**config.mk**
```make
export PLATFORM = sky130hd
export DESIGN_NAME = liv_local_irq_unit
export DESIGN_NICKNAME = d
export VERILOG_FILES = /design/src/rtl/liv_pkg.sv /design/src/rtl/liv_local_irq_unit.sv
export SDC_FILE = /design/constraint.sdc
export NUM_CORES = 1
export LEC_CHECK = 0
export ABC_AREA = 1
export BUFFER_PORTS_ARGS = -buffer_cell sky130_fd_sc_hd__buf_2
export CAP_MARGIN = 25
export CORE_MARGIN = 2
export CORE_UTILIZATION = 40
export DETAILED_ROUTE_END_ITERATION = 8
export GPL_ROUTABILITY_DRIVEN = 0
export PLACE_DENSITY = 0.64
export REMOVE_ABC_BUFFERS = 1
export SLEW_MARGIN = 20
export SYNTH_ARGS = -nofsm -noshare
export SYNTH_HDL_FRONTEND = slang
export SYNTH_SLANG_ARGS = --single-unit
```
**constraint.sdc**
```tcl
create_clock -name i_ref_clk -period 3.2 [get_ports i_ref_clk]
set_input_delay 0 -clock i_ref_clk [delete_from_list [all_inputs] [get_ports i_ref_clk]]
set_output_delay 0 -clock i_ref_clk [all_outputs]
set_load 0.03 [all_outputs]
```
**src/rtl/liv_pkg.sv**
```systemverilog
// constants for the local interrupt virtual-wire unit
package liv_pkg;
  localparam int          ADDR_W           = 8;
  localparam int          DATA_W           = 32;
  localparam int          VEC_W            = 8;
  localparam int          FETCH_W          = 20;
  localparam int          NUM_PRIO         = 16;
  // register addresses
  localparam logic [7:0]  ADDR_BASE_MSR    = 8'h1B;
  localparam logic [7:0]  ADDR_POWERON_MSR = 8'h2A;
  localparam logic [7:0]  ADDR_LVT0        = 8'h40;
  localparam logic [7:0]  ADDR_LVT1        = 8'h44;
  localparam logic [7:0]  ADDR_STATUS      = 8'h50;
  localparam logic [7:0]  ADDR_LAST_VEC    = 8'h54;
  // field positions and field values
  localparam int          BASE_EN_BIT      = 11;
  localparam int          LOW_POWER_BIT    = 26;
  localparam int          LVT_MASK_BIT     = 16;
  localparam int          LVT_MODE_LSB     = 8;
  localparam int          ST_SPURIOUS_BIT  = 0;
  localparam int          ST_WAIT_BIT      = 1;
  localparam int          ST_EXT_BUSY_BIT  = 2;
  localparam int          ST_SERIAL_LSB    = 16;
  localparam logic [2:0]  MODE_EXT_CTRL    = 3'h7;
  localparam int          START_SHIFT      = 12;
  // reset values and LVT write mask
  localparam logic [31:0] BASE_MSR_RESET   = 32'h0000_0800;
  localparam logic [31:0] POWERON_RESET    = 32'h0000_0000;
  localparam logic [31:0] LVT_RESET        = 32'h0001_0000;
  localparam logic [31:0] LVT_WR_MASK      = 32'h0001_0700;

  typedef enum logic [0:0] {
    LIV_ACK_IDLE = 1'b0,
    LIV_ACK_EXT  = 1'b1
  } liv_ack_t;

  typedef enum logic [0:0] {
    LIV_CORE_RUN  = 1'b0,
    LIV_CORE_WAIT = 1'b1
  } liv_core_t;
endpackage

```
**src/rtl/liv_local_irq_unit.sv**
```systemverilog
// local interrupt unit: virtual-wire delivery, serial interrupts, wake-up
// Operation
// - an asserted local input set for external-controller delivery leads to an acknowledge cycle that fetches the vector.
// - the acknowledge is still forwarded to the external bus when the input drops before it completes.
// - on a spurious interrupt the vector answered by the legacy controller is delivered, never the reserved 0Fh.
// - a drop and fast reassert at the moment of the core acknowledge still yields a valid vector, never 00h.
// - setting the mask bit of an external-controller entry withdraws a pending interrupt from the core in the next cycle.
// - clearing bit 11 of the base register at address 1Bh blocks local-input and serial interrupts; init and start messages still act.
// - an init message puts the processor in a wait state where it does nothing until a start message.
// - the start message makes the waiting processor fetch from an address derived from the message.
// - with low power bit 26 set the core clock stops while waiting and restarts on the start message.
// - after a serial interrupt is accepted, equal or lower priority ones are held off until its acknowledge.
// - a serial interrupt arriving during a forwarded spurious acknowledge is completed as well as that cycle.
//
// Local design decisions: the strobed register port and the placing of the registers.
`timescale 1ns/100ps
`default_nettype none
module liv_local_irq_unit (
  // clock and reset
  input  wire logic                          i_ref_clk,
  input  wire logic                          i_reset,
  // register port
  input  wire logic [liv_pkg::ADDR_W-1:0]    i_reg_addr,
  input  wire logic [liv_pkg::DATA_W-1:0]    i_reg_wdata,
  input  wire logic                          i_reg_write,
  input  wire logic                          i_reg_read,
  output logic      [liv_pkg::DATA_W-1:0]    o_reg_rdata,
  // local interrupt pins
  input  wire logic                          i_local_irq_input_zero,
  input  wire logic                          i_local_irq_input_one,
  // core interrupt handshake
  output logic                               o_core_intr,
  input  wire logic                          i_core_ack,
  output logic                               o_core_vec_valid,
  output logic      [liv_pkg::VEC_W-1:0]     o_core_vector,
  // external acknowledge cycle to the legacy controller
  output logic                               o_ext_ack_req,
  input  wire logic                          i_ext_ack_done,
  input  wire logic [liv_pkg::VEC_W-1:0]     i_ext_vector,
  // serial interrupt bus
  input  wire logic                          i_serial_valid,
  input  wire logic [liv_pkg::VEC_W-1:0]     i_serial_vector,
  output logic                               o_serial_accept,
  // init and start messages
  input  wire logic                          i_init_msg,
  input  wire logic                          i_start_msg,
  input  wire logic [liv_pkg::VEC_W-1:0]     i_start_vector,
  output logic                               o_core_halt,
  output logic                               o_core_clk_en,
  output logic                               o_fetch_start,
  output logic      [liv_pkg::FETCH_W-1:0]   o_fetch_addr
);
  import liv_pkg::*;

  function automatic logic is_ext(input logic [31:0] local_vector_table);
    is_ext = (local_vector_table[LVT_MODE_LSB+:3] == MODE_EXT_CTRL) && !local_vector_table[LVT_MASK_BIT];
  endfunction

  function automatic logic [3:0] top_prio(input logic [NUM_PRIO-1:0] pend);
    top_prio = 4'h0;
    for (int k = 0; k < NUM_PRIO; k++) begin
      if (pend[k]) begin
        top_prio = 4'(k);
      end
    end
  endfunction

  logic [1:0]            irq0_sync_q;
  logic [1:0]            irq1_sync_q;
  logic [31:0]           base_q;
  logic [31:0]           poweron_q;
  logic [31:0]           lvt0_q;
  logic [31:0]           lvt1_q;
  logic                  spurious_q;
  logic [VEC_W-1:0]      last_vec_q;
  liv_ack_t              ack_state_q;
  liv_core_t             core_state_q;
  logic                  posted_ext_q;
  logic [NUM_PRIO-1:0]   serial_pend_q;
  logic [VEC_W-1:0]      serial_vec_q [NUM_PRIO];
  logic                  unit_en;
  logic                  ext_pending;
  logic                  serial_any;
  logic [3:0]            serial_top;
  logic [3:0]            arrive_prio;
  logic                  serial_take;
  logic                  ack_idle;
  logic                  serve_serial;
  logic                  start_ext;
  logic                  ext_done;
  logic                  spurious_set;
  logic                  spurious_clr;
  logic                  wr_base;
  logic                  wr_poweron;
  logic                  wr_lvt0;
  logic                  wr_lvt1;

  // pins come from outside the clock domain
  always_ff @(posedge i_ref_clk) begin
    if (i_reset) begin
      irq0_sync_q <= 2'h0;
      irq1_sync_q <= 2'h0;
    end else begin
      irq0_sync_q <= {irq0_sync_q[0], i_local_irq_input_zero};
      irq1_sync_q <= {irq1_sync_q[0], i_local_irq_input_one};
    end
  end

  assign wr_base    = i_reg_write && (i_reg_addr == ADDR_BASE_MSR);
  assign wr_poweron = i_reg_write && (i_reg_addr == ADDR_POWERON_MSR);
  assign wr_lvt0    = i_reg_write && (i_reg_addr == ADDR_LVT0);
  assign wr_lvt1    = i_reg_write && (i_reg_addr == ADDR_LVT1);

  always_ff @(posedge i_ref_clk) begin
    if (i_reset) begin
      base_q    <= BASE_MSR_RESET;
      poweron_q <= POWERON_RESET;
      lvt0_q    <= LVT_RESET;
      lvt1_q    <= LVT_RESET;
    end else begin
      if (wr_base) begin
        base_q <= i_reg_wdata;
      end
      if (wr_poweron) begin
        poweron_q <= i_reg_wdata;
      end
      if (wr_lvt0) begin
        lvt0_q <= i_reg_wdata & LVT_WR_MASK;
      end
      if (wr_lvt1) begin
        lvt1_q <= i_reg_wdata & LVT_WR_MASK;
      end
    end
  end

  assign unit_en = base_q[BASE_EN_BIT];

  // mask bit gates the live request, so a masking write withdraws it next cycle
  assign ext_pending = unit_en && ((irq0_sync_q[1] && is_ext(lvt0_q))
                                || (irq1_sync_q[1] && is_ext(lvt1_q)));

  assign serial_any  = |serial_pend_q;
  assign serial_top  = top_prio(serial_pend_q);
  assign arrive_prio = i_serial_vector[7:4];
  // only strictly higher classes get in while others wait
  assign serial_take = unit_en && i_serial_valid
                    && (!serial_any || (arrive_prio > serial_top));

  assign ack_idle     = (ack_state_q == LIV_ACK_IDLE);
  assign serve_serial = i_core_ack && ack_idle && serial_any && !posted_ext_q;
  // once the core acknowledged an external post, the cycle is committed
  assign start_ext    = i_core_ack && ack_idle && posted_ext_q;
  assign ext_done     = (ack_state_q == LIV_ACK_EXT) && i_ext_ack_done;

  // serial slots are independent of the external cycle in flight
  always_ff @(posedge i_ref_clk) begin
    if (i_reset) begin
      serial_pend_q <= '0;
    end else begin
      for (int k = 0; k < NUM_PRIO; k++) begin
        if (serial_take && (arrive_prio == 4'(k))) begin
          serial_pend_q[k] <= 1'b1;
        end else if (serve_serial && (serial_top == 4'(k))) begin
          serial_pend_q[k] <= 1'b0;
        end else if (!unit_en) begin
          serial_pend_q[k] <= 1'b0;
        end
      end
    end
  end

  always_ff @(posedge i_ref_clk) begin
    if (serial_take) begin
      serial_vec_q[arrive_prio] <= i_serial_vector;
    end
  end

  always_ff @(posedge i_ref_clk) begin
    if (i_reset) begin
      o_serial_accept <= 1'b0;
    end else begin
      o_serial_accept <= serial_take;
    end
  end

  // acknowledge sequencing
  always_ff @(posedge i_ref_clk) begin
    if (i_reset) begin
      ack_state_q <= LIV_ACK_IDLE;
    end else begin
      unique case (ack_state_q)
        LIV_ACK_IDLE: begin
          if (start_ext) begin
            ack_state_q <= LIV_ACK_EXT;
          end
        end
        LIV_ACK_EXT: begin
          if (i_ext_ack_done) begin
            ack_state_q <= LIV_ACK_IDLE;
          end
        end
      endcase
    end
  end

  always_ff @(posedge i_ref_clk) begin
    if (i_reset) begin
      o_ext_ack_req <= 1'b0;
    end else if (start_ext) begin
      o_ext_ack_req <= 1'b1;
    end else if (i_ext_ack_done) begin
      o_ext_ack_req <= 1'b0;
    end
  end

  // what the core sees as posted decides how its acknowledge is served
  always_ff @(posedge i_ref_clk) begin
    if (i_reset) begin
      posted_ext_q <= 1'b0;
      o_core_intr  <= 1'b0;
    end else if (ack_idle && !i_core_ack) begin
      posted_ext_q <= ext_pending && !serial_any;
      o_core_intr  <= ext_pending || serial_any;
    end else begin
      posted_ext_q <= posted_ext_q && ack_idle && !i_core_ack;
      o_core_intr  <= 1'b0;
    end
  end

  // vector only ever comes from a controller answer or a stored serial slot
  always_ff @(posedge i_ref_clk) begin
    if (i_reset) begin
      o_core_vec_valid <= 1'b0;
      o_core_vector    <= 8'h00;
    end else if (ext_done) begin
      o_core_vec_valid <= 1'b1;
      o_core_vector    <= i_ext_vector;
    end else if (serve_serial) begin
      o_core_vec_valid <= 1'b1;
      o_core_vector    <= serial_vec_q[serial_top];
    end else begin
      o_core_vec_valid <= 1'b0;
    end
  end

  always_ff @(posedge i_ref_clk) begin
    if (i_reset) begin
      last_vec_q <= 8'h00;
    end else if (ext_done) begin
      last_vec_q <= i_ext_vector;
    end else if (serve_serial) begin
      last_vec_q <= serial_vec_q[serial_top];
    end
  end

  // spurious: request gone at acknowledge or before the external answer
  assign spurious_set = (start_ext && !ext_pending)
                     || ((ack_state_q == LIV_ACK_EXT) && !ext_pending);
  assign spurious_clr = i_reg_write && (i_reg_addr == ADDR_STATUS)
                     && i_reg_wdata[ST_SPURIOUS_BIT];

  always_ff @(posedge i_ref_clk) begin
    if (i_reset) begin
      spurious_q <= 1'b0;
    end else if (spurious_set) begin
      spurious_q <= 1'b1;
    end else if (spurious_clr) begin
      spurious_q <= 1'b0;
    end
  end

  // wake-up: init parks the core, start releases it
  always_ff @(posedge i_ref_clk) begin
    if (i_reset) begin
      core_state_q <= LIV_CORE_RUN;
    end else begin
      unique case (core_state_q)
        LIV_CORE_RUN: begin
          if (i_init_msg) begin
            core_state_q <= LIV_CORE_WAIT;
          end
        end
        LIV_CORE_WAIT: begin
          if (i_start_msg && !i_init_msg) begin
            core_state_q <= LIV_CORE_RUN;
          end
        end
      endcase
    end
  end

  always_ff @(posedge i_ref_clk) begin
    if (i_reset) begin
      o_core_halt   <= 1'b0;
      o_core_clk_en <= 1'b1;
    end else if (i_init_msg) begin
      o_core_halt   <= 1'b1;
      o_core_clk_en <= !poweron_q[LOW_POWER_BIT];
    end else if (i_start_msg && (core_state_q == LIV_CORE_WAIT)) begin
      o_core_halt   <= 1'b0;
      o_core_clk_en <= 1'b1;
    end
  end

  always_ff @(posedge i_ref_clk) begin
    if (i_reset) begin
      o_fetch_start <= 1'b0;
      o_fetch_addr  <= 20'h0_0000;
    end else if (i_start_msg && !i_init_msg && (core_state_q == LIV_CORE_WAIT)) begin
      o_fetch_start <= 1'b1;
      o_fetch_addr  <= {i_start_vector, 12'h000};
    end else begin
      o_fetch_start <= 1'b0;
    end
  end

  // read data in the cycle after the strobe only
  always_ff @(posedge i_ref_clk) begin
    if (i_reset) begin
      o_reg_rdata <= 32'h0000_0000;
    end else if (i_reg_read) begin
      unique case (i_reg_addr)
        ADDR_BASE_MSR:    o_reg_rdata <= base_q;
        ADDR_POWERON_MSR: o_reg_rdata <= poweron_q;
        ADDR_LVT0:        o_reg_rdata <= lvt0_q;
        ADDR_LVT1:        o_reg_rdata <= lvt1_q;
        ADDR_STATUS: begin
          o_reg_rdata <= {serial_pend_q, 13'h0000, !ack_idle,
                          (core_state_q == LIV_CORE_WAIT), spurious_q};
        end
        ADDR_LAST_VEC:    o_reg_rdata <= {24'h00_0000, last_vec_q};
        default:          o_reg_rdata <= 32'h0000_0000;
      endcase
    end else begin
      o_reg_rdata <= 32'h0000_0000;
    end
  end
endmodule
`default_nettype wire

```
==> results of run 1 <==
synth_stat cells, drive strengths merged, types with 3 or more instances:
library cell	count	area [um^2]
nand2	222	865.8
dfxtp	151	3023
inv	149	561.8
nand3	134	690.7
edfxtp	128	3844
nor2	110	445.4
a21oi	75	375.4
nand4	64	400.4
clkbuf	50	187.7
o21ai	49	245.2
buf	32	202.7
a211oi	21	157.7
nand3b	16	120.1
o211ai	15	112.6
o22ai	14	87.58
o21bai	9	67.56
nor3	8	61.31
o221ai	7	61.31
a221oi	6	52.55
ha	4	50.05
a31oi	3	25.02
clkinv	3	12.51
worst paths after layout:
kind / endpoint / slack [ps] / depth (start not counted)
max: serial_vec_q[4][5] / 460 / 26
min: o_core_clk_en / 50 / 4
max reg2reg: serial_vec_q[4][5] / 460 / 26
min reg2reg: irq0_sync_q[1] / 410 / 2
cell type report:
class	instances	area, um^2
Clock buffer	37	744.5
Clock inverter	14	102.6
Fill cell	2656	14280
Inverter	152	574.3
Multi-Input combinational cell	773	3901
Sequential cell	279	6867
Tap cell	384	480.5
Timing Repair Buffer	248	1752
where the power goes:
group | switching [W] | internal, W | leakage, nW
Sequential | 0.0000332 | 0.00378 | 2.38
Clock | 0.00136 | 0.00171 | 0.416
Combinational | 0.000704 | 0.000332 | 3.04
worst register-to-register path, delay by kind of cell (launching register included):
family                   cells  cell delay, ps
AO/OA/AOI/OAI                2             140
flip-flops                   1             330
adder cells (fa/ha/maj)      1             190
buffers and inverters        3             390
AND/OR/NAND/NOR             20            1390
state kept, by name (all words and copies together) (netlist names), 2 cells and up:
name           count
serial_vec_q     128
lvt0_q             4
lvt1_q             4
o_fetch_addr       8
irq1_sync_q        2
serial_pend_q     16
last_vec_q         8
irq0_sync_q        2
o_reg_rdata       32
base_q            32
poweron_q         32
cells in the final DEF (no fill, tap or decap), types with 15 or more instances in the layout:
master	count
buf_2	129
dfxtp_1	151
dlygate4sd3_1	85
nor2_1	108
a21oi_1	75
edfxtp_1	128
nand3_1	130
a211oi_1	21
o21ai_0	49
buf_4	34
inv_1	138
o211ai_1	15
clkbuf_16	28
nand4_1	64
nand2_1	215
nand3b_1	16
cell families after synthesis:
kind of cell | count (synthesis)
other | 1
AND/OR/NAND/NOR | 556
buffers and inverters | 234
AO/OA/AOI/OAI | 201
flip-flops | 279
adder cells (fa/ha/maj) | 4
per-stage QoR:
stage / TNS, ps / hold WS [ps] / utilization
floorplan: -118740 / 69.07 / -
global placement: 0 / 188.7 / 0.4433
detailed placement: 0 / 201.1 / 0.4433
CTS: 0 / 14.69 / 0.5024
global route: 0 / 78.74 / 0.5024
finish: 0 / 46.70 / 0.5024
per-layer routing:
layer / GRT usage / vias to the layer above / routed length, um
met5: 0 / - / 0
met4: 0.07465 / 0 / 1050
met3: 0.03699 / 65 / 2482
met2: 0.3528 / 366 / 15960
met1: 0.2932 / 4762 / 14310
li1: - / 4741 / -
repair_timing:
action,4_1_cts,5_1_grt
hold endpoints to repair,229,0
gates resized for setup,0,0
setup buffers,0,0
hold buffers,85,0
==> results.cfg, run 1 <==
[clock_network]
cts_buffer_depth = 3
numClockSinks = 279
clk_pin_slew_worst_paths_ps = 60
insertion_delay_ps = 550
numCtsBuffers = 28
cts_max_level = 1
cts_tree = built
cts_root_buf = clkbuf_16

[synth]
synth-edff-count = 128
synth_sequential_area_ratio = 0.5878
synth_cell_types = 39
synth-simple-area-share = 0.2222
synth_xor_area_frac = 0
synth_seq_cells = 279
synth-adder-area-share = 0.004284
synth_top_family_by_area = simple AND/OR/NAND/NOR gates
synth_mux_area_frac = 0
syn-cell-area_um2 = 11680
synth_warnings = 0
syn_area_per_cell_um2 = 9.163
synth_compound_area_frac = 0.1028
postSynthCellCount = 1275
synth-async-reset-ratio = 0
ys.flop_type = dfxtp_1

[worst_setup_path]
path_class = register to register
critPathMaxFanout = 8
cpLargestDelayFamily = simple AND/OR/NAND/NOR gates
start_kind = register
worstSetupEndpointType = register
path_common_cell = nand2_1
crit_arrival_ps = 2990
cpMaxStageDelayCell = dfxtp_1
reg2reg_from = serial_pend_q[2]
crit_buf_inv = 3
required_ps = 3450
critPathLaunch = serial_pend_q[2]
cpPeakStageDelay_ps = 330

[hold_path]
hold_start = i_reset
hp-class = primary input to register

[grt]
grt_max_degree = 76
gr-total-overflow = 0
antenna_found_initial = 0
grt_pass1_wl_mm = 52.25
grt_pass1_vias = 9434
track_usage = 0.2168

[timing]
tightest_slew_ps = 969.8
setup_slack_ps = 464.3
min_period_ps = 2736
max_clock_freq_mhz = 365.5
finalSetupViolCount = 0
rsz0062_at_grt = no
hold_violations = 0
fin_skew_ps = 14.24
slew_violations = 0
finalCritPeriodShare = 0.8549
relSlewSlack = 0.3525

[route]
wl_per_cell_um = 17.92
viasPerCell = 5.264
drc = 0
totalWireLength_mm = 33.81
drt_iter0_drc = 1028
antenna_left = 0
dr_total_vias = 9934
dr.pass1.iters = 7

[pwr]
power.leakage_nw = 5.829
irDropWorstVdd_v = 0.0004245
cellPowerDensity_nw_per_um2 = 549.1
power_w = 0.007919

[final_layout]
layout-drive-gt1-share = 0.1530
stdcell_count = 1887
antenna_cells = 0
layout.nets = 1561
area_growth_pct = 23.44
finalInstanceArea_um2 = 14420

[die]
start_util = 0.4070
core_um2 = 28700
fp-row-count = 62
die_w_um = 174.9
die_h_um = 174.9
die_area_um2 = 30590
pin_count = 142

[place]
io_buffers = 129
post_dp_cell_area_um2 = 12720
dp_cells = 1751
place_ws_ps = 487.7
dpl.hpwl_mm = 21.62

[run_status]
status = finished clean

[run]
cap_violations = 0
Note: power is estimated with default switching activity, not from simulation.
==> run 2: changes to the inputs <==
Settings changed: ABC_AREA 1 to 0, CTS_CLUSTER_SIZE from default to 28, PLACE_DENSITY 0.64 to 0.65, TNS_END_PERCENT from default to 50.
==> run 2 against run 1 <==
  * Via count down 9.0%
  * Area after synthesis fell by 4.8%
  * Flip-flop and latch count unchanged
  * Cell area fell by 1.4%
  * Worst hold slack got worse by 14 ps
  * Cell count is 13% lower
  * Critical path depth is 16 lower
  * Sequential power about the same
  * Die area is 4.7% lower
  * Critical path type unchanged
  * Critical endpoint is now serial_vec_q[3][4]
  * Largest power group unchanged
  * Highest routed layer unchanged
==> results.cfg, run 2 <==
[worst_setup_path]
cpLargestDelayFamily = simple AND/OR/NAND/NOR gates
critPathMaxFanout = 8
crit_arrival_ps = 3270
cpMaxStageDelayCell = or4_4
crit_chain = or4_4 > nor2_1 > nor2_1 > ha_1 > o21a_1 > o21a_1 > o21a_1 > o211ai_2 > buf_4 > nor2_1
required_ps = 3390
start_kind = register
cpPeakStageDelay_ps = 570
crit_buf_inv = 1
path_class = register to register
worstSetupEndpointType = register

[timing]
tightest_slew_ps = 996.0
finalCritPeriodShare = 0.9637
tns_ps = 0
finalSetupViolCount = 0
slew_violations = 0
hold_violations = 0
relSlewSlack = 0.3309
min_period_ps = 3084
rsz0062_at_grt = yes
fin_skew_ps = 8.218
max_clock_freq_mhz = 324.3

[final_layout]
final_common_cell = nand2_1
antenna_cells = 0
layout-drive-gt1-share = 0.2213
top_register = serial_vec_q
multi_input_area_um2 = 3918
area_growth_pct = 27.92
layout.nets = 1326
ff_latch_area_um2 = 6867
largest_reg_flops = 128
fill_cells = 2400
final_cell_mix = nand2_1, dfxtp_1, buf_2
finalInstanceArea_um2 = 14230
stdcell_count = 1648

[pwr]
irDropWorstVdd_v = 0.0004104
power.leakage_nw = 5.127
power_w = 0.008326
cellPowerDensity_nw_per_um2 = 585.3

[grt]
track_usage = 0.2194
gr-total-overflow = 0
grt_pass1_vias = 8625
antenna_found_initial = 0
grt_max_degree = 53
grt_pass1_wl_mm = 49.32

[clock_network]
clk_pin_slew_worst_paths_ps = 60
insertion_delay_ps = 560
numCtsBuffers = 29
numClockSinks = 279
cts_buffer_depth = 3
cts_setup_buffers = 0
cts_tree = built
cts_root_buf = clkbuf_16
cts_max_level = 1

[place]
io_buffers = 129
post_dp_cell_area_um2 = 12370
dp_cells = 1517
dpl.hpwl_mm = 21.85

[synth]
synth-edff-count = 128
synth_common_cells = nand2_1, dfxtp_1, edfxtp_1
synth_mux_area_frac = 0.02982
synth_cell_types = 73
synth-simple-area-share = 0.1462
synth_compound_area_frac = 0.1606
syn_area_per_cell_um2 = 10.93
synth_top_area_frac = 0.3456
postSynthCellCount = 1017
synth_xor_area_frac = 0
synth_warnings = 0
syn-cell-area_um2 = 11120
synth-adder-area-share = 0.004500
synth_area_leaders = edfxtp_1, dfxtp_1, nand2_1
synth_seq_cells = 279
synth_top_family_by_area = compound AO/OA/AOI/OAI gates
yosys.area.top_type = edfxtp_1
synth-async-reset-ratio = 0
synth_sequential_area_ratio = 0.6175
synth.most_common_cell = nand2_1
ys.flop_type = dfxtp_1

[route]
dr_total_vias = 9036
dr.pass1.iters = 7
totalWireLength_mm = 32.69
drc = 0
drt_iter0_drc = 1098
antenna_left = 0
viasPerCell = 5.483
wl_per_cell_um = 19.84

[die]
fp-row-count = 61
start_util = 0.4036
die_area_um2 = 29150
die_h_um = 170.7
core_um2 = 27550
pin_count = 142
die_w_um = 170.7

[run]
cap_violations = 0

[run_status]
status = finished clean

[hold_path]
hp-class = primary input to register
[run 2: logic make-up (layout without fill, tap and decap cells)]
group	after synthesis	count (layout)
mux	33	33
compound gates	258	258
buf+inv	92	334
flops	279	279
simple gates	350	350
other cells	1	12
fa+ha+maj	4	4
[run 2: worst reg2reg max path: cells and delay by family, from the launching register on]
family                     cells  cell delay, ps
adders and majority gates      1             290
DFF                            1             390
and+or+nand+nor                4            1340
buffers and inverters          1             210
AOI/OAI and AO/OA              4             470
[run 2: worst paths after layout]
| path | slack [ps] | cells past startpoint | start | endpoint |
|---|---|---|---|---|
| max | 120 | 10 | serial_pend_q[11] | serial_vec_q[3][4] |
| min | 30 | 5 | i_reg_addr[7] | o_reg_rdata[16] |
| min reg2reg | 450 | 1 | irq0_sync_q[0] | irq0_sync_q[1] |
| max reg2reg | 120 | 10 | serial_pend_q[11] | serial_vec_q[3][4] |
[run 2: what timing repair did]
action | CTS | global route
pin swaps | 0 | 1
gates resized for setup | 6 | 7
hold buffers | 76 | 0
endpoints found under the setup margin | 70 | 132
endpoints found under the hold margin | 193 | 0
[run 2: routing by layer]
metal | global-route usage | share of wire | vias up
met1 | 0.2972 | 0.42 | 4350
met2 | 0.3522 | 0.45 | 421
met4 | 0.07544 | 0.036 | 0
met3 | 0.04326 | 0.091 | 73
met5 | 0 | 0 | -
li1 | - | - | 4192
[run 2: power breakdown]
part	switching (W)	internal, W	total (W)
sequential	0.0000346	0.00378	0.00381
combinational	0.000559	0.000347	0.000905
clock	0.00143	0.00218	0.00361
[run 2: through the flow]
step	util	hold WS, ps	setup WS (ps)
3_5_place_dp	0.4491	215.2	-93.57
3_3_place_gp	0.4491	208.8	29.67
5_1_grt	0.5163	34.86	-65.11
4_1_cts	0.5150	17.31	-23.95
2_1_floorplan	-	64.65	-2110
6_report	0.5163	32.57	116.1
[run 2: final cells by class]
type / count / share of cell area
Timing Repair Buffer: 263 / 0.1306
Tap cell: 378 / 0.03325
Multi-Input combinational cell: 657 / 0.2754
Clock inverter: 18 / 0.01671
Inverter: 17 / 0.005013
Clock buffer: 36 / 0.05638
Sequential cell: 279 / 0.4827
